==> config.mk <==
export PLATFORM = sky130hd
export DESIGN_NAME = ocri_bank
export DESIGN_NICKNAME = d
export VERILOG_FILES = /design/src/rtl/ocri_pkg.sv /design/src/rtl/ocri_delay_if.sv /design/src/rtl/ocri_bank.sv /design/src/rtl/ocri_delay_timer.sv
export SDC_FILE = /design/constraint.sdc
export NUM_CORES = 1
export LEC_CHECK = 0
export BUFFER_PORTS_ARGS = -buffer_cell sky130_fd_sc_hd__buf_2
export CORE_MARGIN = 3
export CORE_UTILIZATION = 59
export CTS_CLUSTER_DIAMETER = 120
export CTS_CLUSTER_SIZE = 25
export DETAILED_ROUTE_END_ITERATION = 7
export HOLD_SLACK_MARGIN = 0.15
export PLACE_DENSITY = 0.86
export SLEW_MARGIN = 15
export SYNTH_ARGS = -nofsm -noshare
export SYNTH_HDL_FRONTEND = slang
export SYNTH_HIERARCHICAL = 1
export SYNTH_SLANG_ARGS = --single-unit
==> constraint.sdc <==
create_clock -name CLK_I -period 3.5 [get_ports CLK_I]
set_input_delay 0.35 -clock CLK_I [delete_from_list [all_inputs] [get_ports CLK_I]]
set_output_delay 0.35 -clock CLK_I [all_outputs]
set_load 0.01 [all_outputs]
==> src/rtl/ocri_pkg.sv <==
package ocri_pkg;

    // command codes of the register bank
    localparam logic [7:0] CMD_MAKER_ID    = 8'h99;
    localparam logic [7:0] CMD_MODEL       = 8'h9a;
    localparam logic [7:0] CMD_REVISION    = 8'h9b;
    localparam logic [7:0] CMD_LOCATION    = 8'h9c;
    localparam logic [7:0] CMD_BUILD_DATE  = 8'h9d;
    localparam logic [7:0] CMD_SERIAL      = 8'h9e;
    localparam logic [7:0] CMD_OC_REACTION = 8'hb8;

    // string widths and their byte counts
    localparam int         SHORT_W     = 96;
    localparam int         LONG_W      = 160;
    localparam logic [7:0] SHORT_BYTES = 8'h0c;
    localparam logic [7:0] LONG_BYTES  = 8'h14;
    localparam logic [7:0] CFG_BYTES   = 8'h01;

    // field layout of the over-current reaction byte
    localparam int RESP_HI  = 7;
    localparam int RESP_LO  = 6;
    localparam int RETRY_HI = 5;
    localparam int RETRY_LO = 3;
    localparam int DELAY_HI = 2;
    localparam int DELAY_LO = 0;

    // response and retry encodings
    localparam logic [1:0] RESP_CC      = 2'h0;
    localparam logic [1:0] RESP_COND    = 2'h1;
    localparam logic [1:0] RESP_DELAY   = 2'h2;
    localparam logic [1:0] RESP_DISABLE = 2'h3;
    localparam logic [2:0] RETRY_NONE    = 3'h0;
    localparam logic [2:0] RETRY_FOREVER = 3'h7;

    // reset values
    localparam logic [7:0]   OCR_RESET = 8'h00;
    localparam logic [159:0] STR_RESET = 160'h0;

    // delay timer sizing: unit length in clocks, units up to 2^7
    localparam int UNIT_W  = 16;
    localparam int UNITS_W = 9;

    // retry sequencer states
    typedef enum logic [2:0] {
        SEQ_OFF,
        SEQ_RUN,
        SEQ_LIMIT,
        SEQ_DELAY,
        SEQ_SPACING,
        SEQ_LATCHED,
        SEQ_HOLD_OFF
    } ocri_seq_t;

endpackage

==> src/rtl/ocri_delay_if.sv <==
`timescale 1ns/1ps
// delay request from the sequencer to the delay timer
interface ocri_delay_if;
    logic                        start;
    logic                        abort;
    logic [2:0]                  exp;
    logic [ocri_pkg::UNIT_W-1:0] unit_cycles;
    logic                        busy;
    logic                        done;

    modport timer (
        input  start,
        input  abort,
        input  exp,
        input  unit_cycles,
        output busy,
        output done
    );

    modport ctrl (
        output start,
        output abort,
        output exp,
        output unit_cycles,
        input  busy,
        input  done
    );
endinterface

==> src/rtl/ocri_bank.sv <==
// Summary of operation
// - any over-current fault sets status, alerts host
// - code 00 limits current indefinitely
// - code 01 limits while output voltage okay
// - code 01 low voltage shuts down, retries
// - code 10 limits for delay, then retries
// - code 11 disables until fault gone
// - retry 000 latches output off until clear
// - retry 001-101 gives one to five attempts
// - attempts spaced by delay field units
// - writable 12-character maker identity string
// - writable 20-character model string
// - writable 12-character revision string
// - writable 12-character location string
// - read returns 12-character build date
// - read returns 20-character serial in 160 bits
// - retry 110 gives six attempts, then off
// - delay field n selects 2^n units
`timescale 1ns/1ps
module ocri_bank #(
    parameter logic [95:0]  BUILD_DATE    = 96'h0,  // arbitrary value
    parameter logic [159:0] SERIAL_NUMBER = 160'h0  // arbitrary value
) (
    // clock and reset
    input  wire logic         CLK_I,
    input  wire logic         RSTN_I,
    // command port
    input  wire logic [7:0]   CMD_I,
    input  wire logic         WR_I,
    input  wire logic [159:0] WDATA_I,
    input  wire logic         RD_I,
    output logic      [159:0] RDATA_O,
    output logic      [7:0]   RCOUNT_O,
    output logic              RVALID_O,
    output logic              CMD_ERR_O,
    // converter status and commands
    input  wire logic         OUT_ON_I,
    input  wire logic         OC_FAULT_I,
    input  wire logic         VOUT_LOW_I,
    input  wire logic         FAULT_CLEAR_I,
    input  wire logic [15:0]  UNIT_CYCLES_I,
    // converter control and status
    output logic              OUT_EN_O,
    output logic              CUR_LIMIT_O,
    output logic              OC_FAULT_FLAG_O,
    output logic              HOST_ALERT_O,
    output logic              LATCHED_OFF_O,
    output logic      [2:0]   ATTEMPTS_O,
    output logic      [7:0]   OC_CONFIG_O
);

    typedef struct packed {
        ocri_pkg::ocri_seq_t st;
        logic [7:0]          cfg;
        logic [95:0]         maker;
        logic [159:0]        model;
        logic [95:0]         rev;
        logic [95:0]         loc;
        logic [159:0]        rdata;
        logic [7:0]          rcount;
        logic                rvalid;
        logic                cmd_err;
        logic                out_en;
        logic                cur_lim;
        logic                flag;
        logic                alert;
        logic                latched;
        logic                fault_d;
        logic [2:0]          attempts;
        logic                tmr_start;
        logic                tmr_abort;
    } ocri_bank_t;

    ocri_bank_t   q_ff;
    ocri_bank_t   nxt_q;
    ocri_delay_if dly ();

    // where a shutdown leads: another attempt or latched off
    function automatic ocri_pkg::ocri_seq_t after_shutdown(input logic [7:0] cfg,
                                                           input logic [2:0] tries);
        logic [2:0] budget;
        budget = cfg[ocri_pkg::RETRY_HI:ocri_pkg::RETRY_LO];
        if (budget == ocri_pkg::RETRY_NONE) begin
            after_shutdown = ocri_pkg::SEQ_LATCHED;
        end else if (budget == ocri_pkg::RETRY_FOREVER) begin
            after_shutdown = ocri_pkg::SEQ_SPACING;
        end else if (tries < budget) begin
            after_shutdown = ocri_pkg::SEQ_SPACING;
        end else begin
            after_shutdown = ocri_pkg::SEQ_LATCHED;
        end
    endfunction

    // widen a short string to the read data width
    function automatic logic [159:0] widen(input logic [95:0] s);
        widen = {64'h0, s};
    endfunction

    // delay timer, shared by the limit delay and the retry spacing
    assign dly.start       = q_ff.tmr_start;
    assign dly.abort       = q_ff.tmr_abort;
    assign dly.exp         = q_ff.cfg[ocri_pkg::DELAY_HI:ocri_pkg::DELAY_LO];
    assign dly.unit_cycles = UNIT_CYCLES_I;

    ocri_delay_timer u_timer (
        .clk_i  (CLK_I),
        .rstn_i (RSTN_I),
        .dly    (dly.timer)
    );

    // next state: command port, fault flags and retry sequencer
    always_comb begin
        nxt_q = q_ff;
        nxt_q.rvalid    = 1'b0;
        nxt_q.cmd_err   = 1'b0;
        nxt_q.tmr_start = 1'b0;
        nxt_q.tmr_abort = 1'b0;
        nxt_q.fault_d   = OC_FAULT_I;

        // writes: read-only and unknown codes are refused and flagged
        if (WR_I) begin
            case (CMD_I)
                ocri_pkg::CMD_MAKER_ID: begin
                    nxt_q.maker = WDATA_I[95:0];
                end
                ocri_pkg::CMD_MODEL: begin
                    nxt_q.model = WDATA_I;
                end
                ocri_pkg::CMD_REVISION: begin
                    nxt_q.rev = WDATA_I[95:0];
                end
                ocri_pkg::CMD_LOCATION: begin
                    nxt_q.loc = WDATA_I[95:0];
                end
                ocri_pkg::CMD_OC_REACTION: begin
                    nxt_q.cfg = WDATA_I[7:0];
                end
                default: begin
                    nxt_q.cmd_err = 1'b1;
                end
            endcase
        end

        // reads return the stored value and its byte count
        if (RD_I) begin
            nxt_q.rvalid = 1'b1;
            case (CMD_I)
                ocri_pkg::CMD_MAKER_ID: begin
                    nxt_q.rdata  = widen(q_ff.maker);
                    nxt_q.rcount = ocri_pkg::SHORT_BYTES;
                end
                ocri_pkg::CMD_MODEL: begin
                    nxt_q.rdata  = q_ff.model;
                    nxt_q.rcount = ocri_pkg::LONG_BYTES;
                end
                ocri_pkg::CMD_REVISION: begin
                    nxt_q.rdata  = widen(q_ff.rev);
                    nxt_q.rcount = ocri_pkg::SHORT_BYTES;
                end
                ocri_pkg::CMD_LOCATION: begin
                    nxt_q.rdata  = widen(q_ff.loc);
                    nxt_q.rcount = ocri_pkg::SHORT_BYTES;
                end
                ocri_pkg::CMD_BUILD_DATE: begin
                    nxt_q.rdata  = widen(BUILD_DATE);
                    nxt_q.rcount = ocri_pkg::SHORT_BYTES;
                end
                ocri_pkg::CMD_SERIAL: begin
                    nxt_q.rdata  = SERIAL_NUMBER;
                    nxt_q.rcount = ocri_pkg::LONG_BYTES;
                end
                ocri_pkg::CMD_OC_REACTION: begin
                    nxt_q.rdata  = {152'h0, q_ff.cfg};
                    nxt_q.rcount = ocri_pkg::CFG_BYTES;
                end
                default: begin
                    nxt_q.rdata   = ocri_pkg::STR_RESET;
                    nxt_q.rcount  = 8'h00;
                    nxt_q.cmd_err = 1'b1;
                end
            endcase
        end

        // sticky fault flag and alert; a new fault beats a clear in the same cycle
        if (FAULT_CLEAR_I) begin
            nxt_q.flag  = 1'b0;
            nxt_q.alert = 1'b0;
        end
        if (OC_FAULT_I) begin
            nxt_q.flag = 1'b1;
        end
        if (OC_FAULT_I && !q_ff.fault_d) begin
            nxt_q.alert = 1'b1;
        end

        // retry sequencer
        case (q_ff.st)
            ocri_pkg::SEQ_OFF: begin
                if (OUT_ON_I) begin
                    nxt_q.st = ocri_pkg::SEQ_RUN;
                end
            end
            ocri_pkg::SEQ_RUN: begin
                if (OC_FAULT_I) begin
                    case (q_ff.cfg[ocri_pkg::RESP_HI:ocri_pkg::RESP_LO])
                        ocri_pkg::RESP_CC: begin
                            nxt_q.st = ocri_pkg::SEQ_LIMIT;
                        end
                        ocri_pkg::RESP_COND: begin
                            nxt_q.st = ocri_pkg::SEQ_LIMIT;
                        end
                        ocri_pkg::RESP_DELAY: begin
                            nxt_q.st        = ocri_pkg::SEQ_DELAY;
                            nxt_q.tmr_start = 1'b1;
                        end
                        default: begin
                            nxt_q.st = ocri_pkg::SEQ_HOLD_OFF;
                        end
                    endcase
                end
            end
            ocri_pkg::SEQ_LIMIT: begin
                // under code 00 the output voltage is not looked at
                if (!OC_FAULT_I) begin
                    nxt_q.st = ocri_pkg::SEQ_RUN;
                end else if (q_ff.cfg[ocri_pkg::RESP_HI:ocri_pkg::RESP_LO] ==
                             ocri_pkg::RESP_COND && VOUT_LOW_I) begin
                    nxt_q.st        = after_shutdown(q_ff.cfg, q_ff.attempts);
                    nxt_q.tmr_start = 1'b1;
                end
            end
            ocri_pkg::SEQ_DELAY: begin
                if (!OC_FAULT_I) begin
                    nxt_q.st        = ocri_pkg::SEQ_RUN;
                    nxt_q.tmr_abort = 1'b1;
                end else if (dly.done) begin
                    nxt_q.st        = after_shutdown(q_ff.cfg, q_ff.attempts);
                    nxt_q.tmr_start = 1'b1;
                end
            end
            ocri_pkg::SEQ_SPACING: begin
                // output off; the attempt starts when the spacing delay ends
                if (dly.done) begin
                    nxt_q.st = ocri_pkg::SEQ_RUN;
                    if (q_ff.attempts != 3'h7) begin
                        nxt_q.attempts = q_ff.attempts + 3'h1;
                    end
                end
            end
            ocri_pkg::SEQ_LATCHED: begin
                if (FAULT_CLEAR_I) begin
                    nxt_q.st = ocri_pkg::SEQ_RUN;
                end
            end
            ocri_pkg::SEQ_HOLD_OFF: begin
                if (!OC_FAULT_I) begin
                    nxt_q.st = ocri_pkg::SEQ_RUN;
                end
            end
            default: begin
                nxt_q.st = ocri_pkg::SEQ_OFF;
            end
        endcase

        // a fresh budget after a clear or an off; after the sequencer so a spacing step cannot undo it
        if (FAULT_CLEAR_I || !OUT_ON_I) begin
            nxt_q.attempts = 3'h0;
        end

        // an off command overrides every response
        if (!OUT_ON_I) begin
            nxt_q.st        = ocri_pkg::SEQ_OFF;
            nxt_q.tmr_abort = q_ff.st != ocri_pkg::SEQ_OFF;
            nxt_q.tmr_start = 1'b0;
        end

        // the timer is started only on the way into a timed state
        if (nxt_q.st != ocri_pkg::SEQ_DELAY && nxt_q.st != ocri_pkg::SEQ_SPACING) begin
            nxt_q.tmr_start = 1'b0;
        end

        // output drive follows the next state so the pins stay registered
        nxt_q.out_en  = nxt_q.st == ocri_pkg::SEQ_RUN || nxt_q.st == ocri_pkg::SEQ_LIMIT ||
                        nxt_q.st == ocri_pkg::SEQ_DELAY;
        nxt_q.cur_lim = nxt_q.st == ocri_pkg::SEQ_LIMIT || nxt_q.st == ocri_pkg::SEQ_DELAY;
        nxt_q.latched = nxt_q.st == ocri_pkg::SEQ_LATCHED;
    end

    // state register; strings come up empty
    always_ff @(posedge CLK_I or negedge RSTN_I) begin
        if (!RSTN_I) begin
            q_ff     <= '0;
            q_ff.st  <= ocri_pkg::SEQ_OFF;
            q_ff.cfg <= ocri_pkg::OCR_RESET;
        end else begin
            q_ff <= nxt_q;
        end
    end

    // outputs straight from the state register
    assign RDATA_O         = q_ff.rdata;
    assign RCOUNT_O        = q_ff.rcount;
    assign RVALID_O        = q_ff.rvalid;
    assign CMD_ERR_O       = q_ff.cmd_err;
    assign OUT_EN_O        = q_ff.out_en;
    assign CUR_LIMIT_O     = q_ff.cur_lim;
    assign OC_FAULT_FLAG_O = q_ff.flag;
    assign HOST_ALERT_O    = q_ff.alert;
    assign LATCHED_OFF_O   = q_ff.latched;
    assign ATTEMPTS_O      = q_ff.attempts;
    assign OC_CONFIG_O     = q_ff.cfg;

endmodule

==> src/rtl/ocri_delay_timer.sv <==
`timescale 1ns/1ps
// counts 2^exp delay units, each unit_cycles clocks long
module ocri_delay_timer (
    input wire logic         clk_i,
    input wire logic         rstn_i,
    ocri_delay_if.timer      dly
);

    typedef struct packed {
        logic                         busy;
        logic                         done;
        logic [ocri_pkg::UNIT_W-1:0]  div;
        logic [ocri_pkg::UNITS_W-1:0] units;
        logic [ocri_pkg::UNITS_W-1:0] target;
    } ocri_tmr_t;

    ocri_tmr_t q_ff;
    ocri_tmr_t nxt_q;
    logic      tick;

    // a unit length of zero is treated as one clock so the timer cannot hang
    always_comb begin
        tick = (q_ff.div + 16'h0001 >= dly.unit_cycles);
        nxt_q = q_ff;
        nxt_q.done = 1'b0;
        if (dly.abort) begin
            nxt_q.busy = 1'b0;
        end else if (dly.start) begin
            nxt_q.busy   = 1'b1;
            nxt_q.div    = 16'h0000;
            nxt_q.units  = 9'h000;
            nxt_q.target = 9'h001 << dly.exp;
        end else if (q_ff.busy) begin
            if (tick) begin
                nxt_q.div   = 16'h0000;
                nxt_q.units = q_ff.units + 9'h001;
                if (q_ff.units + 9'h001 == q_ff.target) begin
                    nxt_q.busy = 1'b0;
                    nxt_q.done = 1'b1;
                end
            end else begin
                nxt_q.div = q_ff.div + 16'h0001;
            end
        end
    end

    // state register
    always_ff @(posedge clk_i or negedge rstn_i) begin
        if (!rstn_i) begin
            q_ff <= '0;
        end else begin
            q_ff <= nxt_q;
        end
    end

    assign dly.busy = q_ff.busy;
    assign dly.done = q_ff.done;

endmodule

### Yosys cells after proc, flatten, opt, wreduce, memory -nomap -nowiden

Cells that the tools add are included.

* add/subtract/negate cells: 3
* magnitude comparators: 2
* reduce and logical (&&, ||, !) cells: 32
* bitwise gates (word level): 1
* equality and inequality tests: 24
* shift operators: 1
* muxes and demuxes: 48

Operators by type and width (number)
* one-hot mux 168 bit (7 select lines): 1
* equality test 8 bit, second input constant: 7
* 2-to-1 mux 3 bit: 13
* 2-to-1 mux 35 bit: 1
* 2-to-1 mux 27 bit: 1
* 2-to-1 mux 25 bit: 1
* one-hot mux 3 bit (7 select lines): 1
* 2-to-1 mux 1 bit: 20
* 2-to-1 mux 9 bit: 2
* adder 16 x 1 -> 16 bit, second input constant: 1
* >= comparator 16 bit: 1
* 2-to-1 mux 16 bit: 1
* equality test 3 bit, second input constant: 5
* AND reduction 2 bit: 7
* nonzero test 2 bit: 7
* equality test 3 x 2 -> 1 bit, second input constant: 4
* 2-to-1 mux 2 bit: 5
* adder 9 x 1 -> 9 bit, second input constant: 1
* equality test 9 bit: 1
* << shifter 1 x 3 -> 9 bit, first input constant: 1
* OR reduction 7 bit: 1
* equality test 3 x 1 -> 1 bit, second input constant: 2
* logical NOT 3 bit: 2
* != test 3 bit, second input constant: 2
* other kinds (16): 23

* logic and storage cells: 135
* output and inout port bits: 186
* input bits: 192
* register bits: 676

### Logic depth before layout (Yosys ltp)

* word-level depth: 11
* gate-level depth with buffers: 13
* depth with buffers taken out: 12

### By module

Netlist, hierarchy kept.

Modules (own cells, without submodules)
* ocri_bank: cells an instance 2158, area each 28441.0 um^2, times used 1, seq. area each 15915.3 um^2
* ocri_delay_timer: cells an instance 295, area each 2534.9 um^2, times used 1, seq. area each 875.8 um^2

### Worst setup path after synthesis

Ideal clock, no wire load.

* kind: flip-flop to flip-flop
* from: register u_timer/q_ff[20] (netlist name)
* to: register u_timer/q_ff[29] (netlist name)
* data required time: 3.418 ns
* data arrival time: 2.971 ns
* buffers on the path: 1
* clock period less this slack: 3.052 ns
* cell stages (with the launch flop): 14
* library setup time: 0.082 ns
* setup slack: 0.448 ns
* cell sequence: dfrtp_1 and3_1 nand2_1 nor3_1 nand4_1 xnor2_1 ha_1 a211oi_1 o21ai_0 a221oi_2 o211a_1 buf_4 nand2_1 a31oi_1

* word-level cells in the longest chain between the ends: 5

Ends and longest elaborated chain
* from (decl): RTL line ocri_delay_timer.sv:17 `ocri_tmr_t q_ff;`
* from (signal assigned): RTL line ocri_delay_timer.sv:52 `q_ff <= nxt_q;`
* adder 16 x 1 -> 16 bit *: RTL line ocri_delay_timer.sv:23, ocri_delay_timer.sv:42
* >= comparator 16 bit: RTL line ocri_delay_timer.sv:23 `tick = (q_ff.div + 16'h0001 >= dly.unit_cycles);`
* 2-to-1 mux 16 bit *: RTL line ocri_delay_timer.sv:34 `if (tick) begin`
* 2-to-1 mux 27 bit *: RTL line ocri_delay_timer.sv:33 `end else if (q_ff.busy) begin`
* 2-to-1 mux 25 bit *: RTL line ocri_delay_timer.sv:28 `end else if (dly.start) begin`

Mark *: on every way between the ends. The rest lies on a longest branch, timed or not. The select of a mux whose other input is x is not followed.
A chain may end at the register's enable or synchronous reset.

### Worst setup path after layout

* from: register u_timer/q_ff[20] (netlist name)
* to: register u_timer/q_ff[11] (netlist name)

* word-level cells in the longest chain between the ends: 4

Ends and longest elaborated chain (RTL line)
* adder 16 x 1 -> 16 bit: ocri_delay_timer.sv:23
* >= comparator 16 bit: ocri_delay_timer.sv:23
* nonzero test 2 bit (no source line)
* AND reduction 3 bit (no source line)

Every way passes these cells.

==> results_dict.tcl <==
set metrics [dict create \
    fin_hold_ws_ns 0.209 \
    fin_crit_sh_pct 94.2 \
    synth_seq_cells 671 \
    synth_flop_cell "sky130_fd_sc_hd__dfrtp_1" \
    fill_cells 3506 \
    clockBufferDepth 3 \
    synth_async_sr_flop_share_pct 100 \
    setup_violations 0 \
    placed_cell_area_um2 32300 \
    cts_buffers 30 \
    globalRoute.totalOverflow 0 \
    postRouteAntennaNets 0 \
    synth_enable_flop_cells 0 \
    detail_route.wl_per_cell_um 22.7 \
    ys_types 68 \
    via_count_of_the_first_global_routing_pass 21900 \
    start_util_pct 60.0 \
    post-route-min-period_ns 3.30 \
    grt_use_total_pct 27.6 \
    p_total_mw 13.5 \
    ioPinCount 378 \
    clk_pin_slew_ns 0.10 \
    die_height_um 235 \
    grt_max_degree 136 \
    io_buffer_count 373 \
    tritoncts "yes" \
    critical_path.cell_chain "and3_1, nand2_1, nor3_2, nand4_1, xnor2_1, ha_1, a211oi_1, o21ai_0, a221oi_2, buf_4, o21ai_4, a311o_1, nand3_1" \
    timing.hold.worst.class "in2reg" \
    crit_arrival_ns 3.86 \
    yosysWarnings 6 \
    detailedRoute.firstPassIterationCount 5 \
    synthesized_area_per_cell_um2 12.6 \
    synth_largest_type_area_fraction_pct 54.2 \
    timing_hold_violations_final 0 \
    dieWidth_um 235 \
    share_of_the_core_filled_with_cells_pct 67.5 \
    die-area_um2 55300 \
    max_clock_freq_mhz 303 \
    global_route_wire_length_before_repair_um 123000 \
    drv_slew 0 \
    power.density_cell_area_nw_per_um2 388 \
    power.ir.vdd_worst_mv 0.388 \
    min_delay_path_depth 2 \
    post_synth_main_area_contributors "sky130_fd_sc_hd__dfrtp_1, sky130_fd_sc_hd__mux2_2, sky130_fd_sc_hd__buf_4" \
    dr.first_iter.drc_count 1336 \
    final_nets 2970 \
    finalWeightedCongestion 0.840 \
    num_rows 83 \
    drive_gt1_share_pct 32.8 \
    final_setup_tns_ns 0 \
    gate_count_after_technology_mapping 2453 \
    dp.final_hpwl_um 47900 \
    required_ns 4.06 \
    max_stage_delay_ns 0.46 \
    cts_sinks 671 \
    run_status "finished, final reports clean" \
    antenna_found_initial 14 \
    worstSetupEndpointType "flip-flop" \
    startpoint_type "flip-flop" \
    fin_skew_ns 0.0136 \
    tightest_slew_ns 1.13 \
    total_number_of_h_tree_levels 1 \
    dr_total_vias 20500 \
    worst_path_max_fanout 10 \
    number_of_violations_of_the_max_capacitance_limit 0 \
    design.core.area_um2 51600 \
    clockRootBuffer "sky130_fd_sc_hd__clkbuf_16" \
    most_frequent_cells_in_the_layout "sky130_fd_sc_hd__dfrtp_1, sky130_fd_sc_hd__buf_2, sky130_fd_sc_hd__mux2_2, sky130_fd_sc_hd__dlygate4sd3_1, sky130_fd_sc_hd__o21ai_0" \
    drc_errors 0 \
    synth_largest_area_cell "sky130_fd_sc_hd__dfrtp_1" \
    layout_commonest_cell "sky130_fd_sc_hd__dfrtp_1" \
    seq_area_frac_synth_pct 54.2 \
    via_per_inst 5.96 \
    post_synth_instance_area_um2 31000 \
    finalInstanceArea_um2 34800 \
    area_growth_pct 12.5 \
    worst-r2r-cell-count 13 \
    setup_slack_on_the_worst_flop_to_flop_path_ns 0.20 \
    clk_latency_ns 0.62 \
    max-slew-margin-rel_pct 24.5 \
    crit_type "reg2reg" \
    setup_repair_after_global_routing_missed_its_margin "false" \
    route.final.wire_length_um 78000 \
    p_leak_nw 17.7 \
    critPathSlowestCell "sky130_fd_sc_hd__dfrtp_1" \
]
## worst max-delay path, delay by kind of cell (launching register included)
kind	cells	cell delay, ns
adders and majority gates	1	0.31
buffers and inverters	1	0.19
and+or+nand+nor	5	0.89
AOI/OAI and AO/OA	5	1.21
DFF	1	0.46
xor gates and xnor gates	1	0.18
## layout make-up
cell class	count	area (um^2)	area share [%]
Tap cell	680	851	2.44
Clock inverter	1	30.0	0.0862
Inverter	120	450	1.29
Antenna cell	5	12.5	0.0359
Multi-Input combinational cell	1341	11800	33.8
Sequential cell	671	16800	48.2
Timing Repair Buffer	592	4140	11.9
Clock buffer	31	776	2.23
## layer usage
| metal | vias up | GRT usage (%) | wire [um] | share of wire, % |
|---|---|---|---|---|
| met5 | - | 0 | 114 | 0.15 |
| met4 | 18 | 7.81 | 2050 | 2.6 |
| met3 | 157 | 5.22 | 5090 | 6.5 |
| met2 | 735 | 47.0 | 38600 | 49 |
| met1 | 10600 | 36.4 | 32100 | 41 |
| li1 | 9014 | - | - | - |
## path summary, 6_finish.rpt
| check | to | start |
|---|---|---|
| worst max-delay path | u_timer/q_ff[11] | u_timer/q_ff[20] |
| worst min-delay path | CMD_ERR_O | WR_I |
| min in group asynchronous | q_ff[532] | RSTN_I |
| worst max register to register | u_timer/q_ff[11] | u_timer/q_ff[20] |
| max in group asynchronous | RDATA_O[60] | RSTN_I |
| worst min register to register | RDATA_O[124] | q_ff[497] |
## sequential cells by signal, summed over array words and instances, names as in the netlist, 3 cells and up
register      flops
q_ff            452
RDATA_O         160
u_timer/q_ff     33
OC_CONFIG_O       8
RCOUNT_O          4
ATTEMPTS_O        3
## synth_stat cells (3+ instances only)
cell,count
sky130_fd_sc_hd__clkbuf_1,71
sky130_fd_sc_hd__ha_1,22
sky130_fd_sc_hd__mux2i_1,98
sky130_fd_sc_hd__nor4_1,4
sky130_fd_sc_hd__a211oi_1,5
sky130_fd_sc_hd__nand3_1,16
sky130_fd_sc_hd__o211ai_1,6
sky130_fd_sc_hd__nor3_1,8
sky130_fd_sc_hd__a31oi_1,9
sky130_fd_sc_hd__nand4_1,12
sky130_fd_sc_hd__nor2_1,22
sky130_fd_sc_hd__mux2_4,72
sky130_fd_sc_hd__o21a_1,6
sky130_fd_sc_hd__a22oi_1,55
sky130_fd_sc_hd__or2_2,3
sky130_fd_sc_hd__buf_6,12
sky130_fd_sc_hd__nand2_1,108
sky130_fd_sc_hd__a22o_1,57
sky130_fd_sc_hd__and3_1,8
sky130_fd_sc_hd__a21oi_1,61
sky130_fd_sc_hd__nand2b_1,58
sky130_fd_sc_hd__o221ai_1,14
sky130_fd_sc_hd__inv_1,119
sky130_fd_sc_hd__o22ai_1,11
sky130_fd_sc_hd__o221ai_2,40
sky130_fd_sc_hd__and2_1,3
sky130_fd_sc_hd__mux2_1,77
sky130_fd_sc_hd__or3_1,5
sky130_fd_sc_hd__dfrtp_1,671
sky130_fd_sc_hd__buf_4,183
sky130_fd_sc_hd__o311ai_0,3
sky130_fd_sc_hd__xor2_1,7
sky130_fd_sc_hd__o21ai_0,125
sky130_fd_sc_hd__nor2b_1,51
sky130_fd_sc_hd__mux2_2,307
sky130_fd_sc_hd__buf_2,48
sky130_fd_sc_hd__o31ai_1,3
sky130_fd_sc_hd__xnor2_1,18
sky130_fd_sc_hd__buf_1,10
sky130_fd_sc_hd__nor3b_1,5
## stage by stage
stage          worst slack [ns]  std cells
3_5_place_dp              0.122       3238
4_1_cts                  0.0850       3435
2_1_floorplan             0.448       2456
3_3_place_gp              0.174       3238
5_1_grt                 0.00498       3440
6_report                  0.203       3441
## logic make-up after synthesis
logic type	share of synthesized area, %
other	0.0121
xor gates and xnor gates	0.707
and+or+nand+nor	5.63
muxes	20.6
DFF	54.2
buffers and inverters	8.08
adders and majority gates	0.889
AOI/OAI and AO/OA	9.85
## repair_timing
action | in CTS | in global routing
endpoints found under the setup margin | 0 | 15
setup buffers | 0 | 1
hold buffers | 165 | 0
hold endpoints to repair | 551 | 0
resized for setup | 0 | 7
## where the power goes
group | internal, mW | switching [mW] | total (mW)
Combinational | 0.625 | 0.657 | 1.28
Sequential | 8.03 | 0.197 | 8.23
Clock | 1.65 | 2.37 | 4.03
Total | 10.3 | 3.23 | 13.5
(Power assumes the default switching activity.)
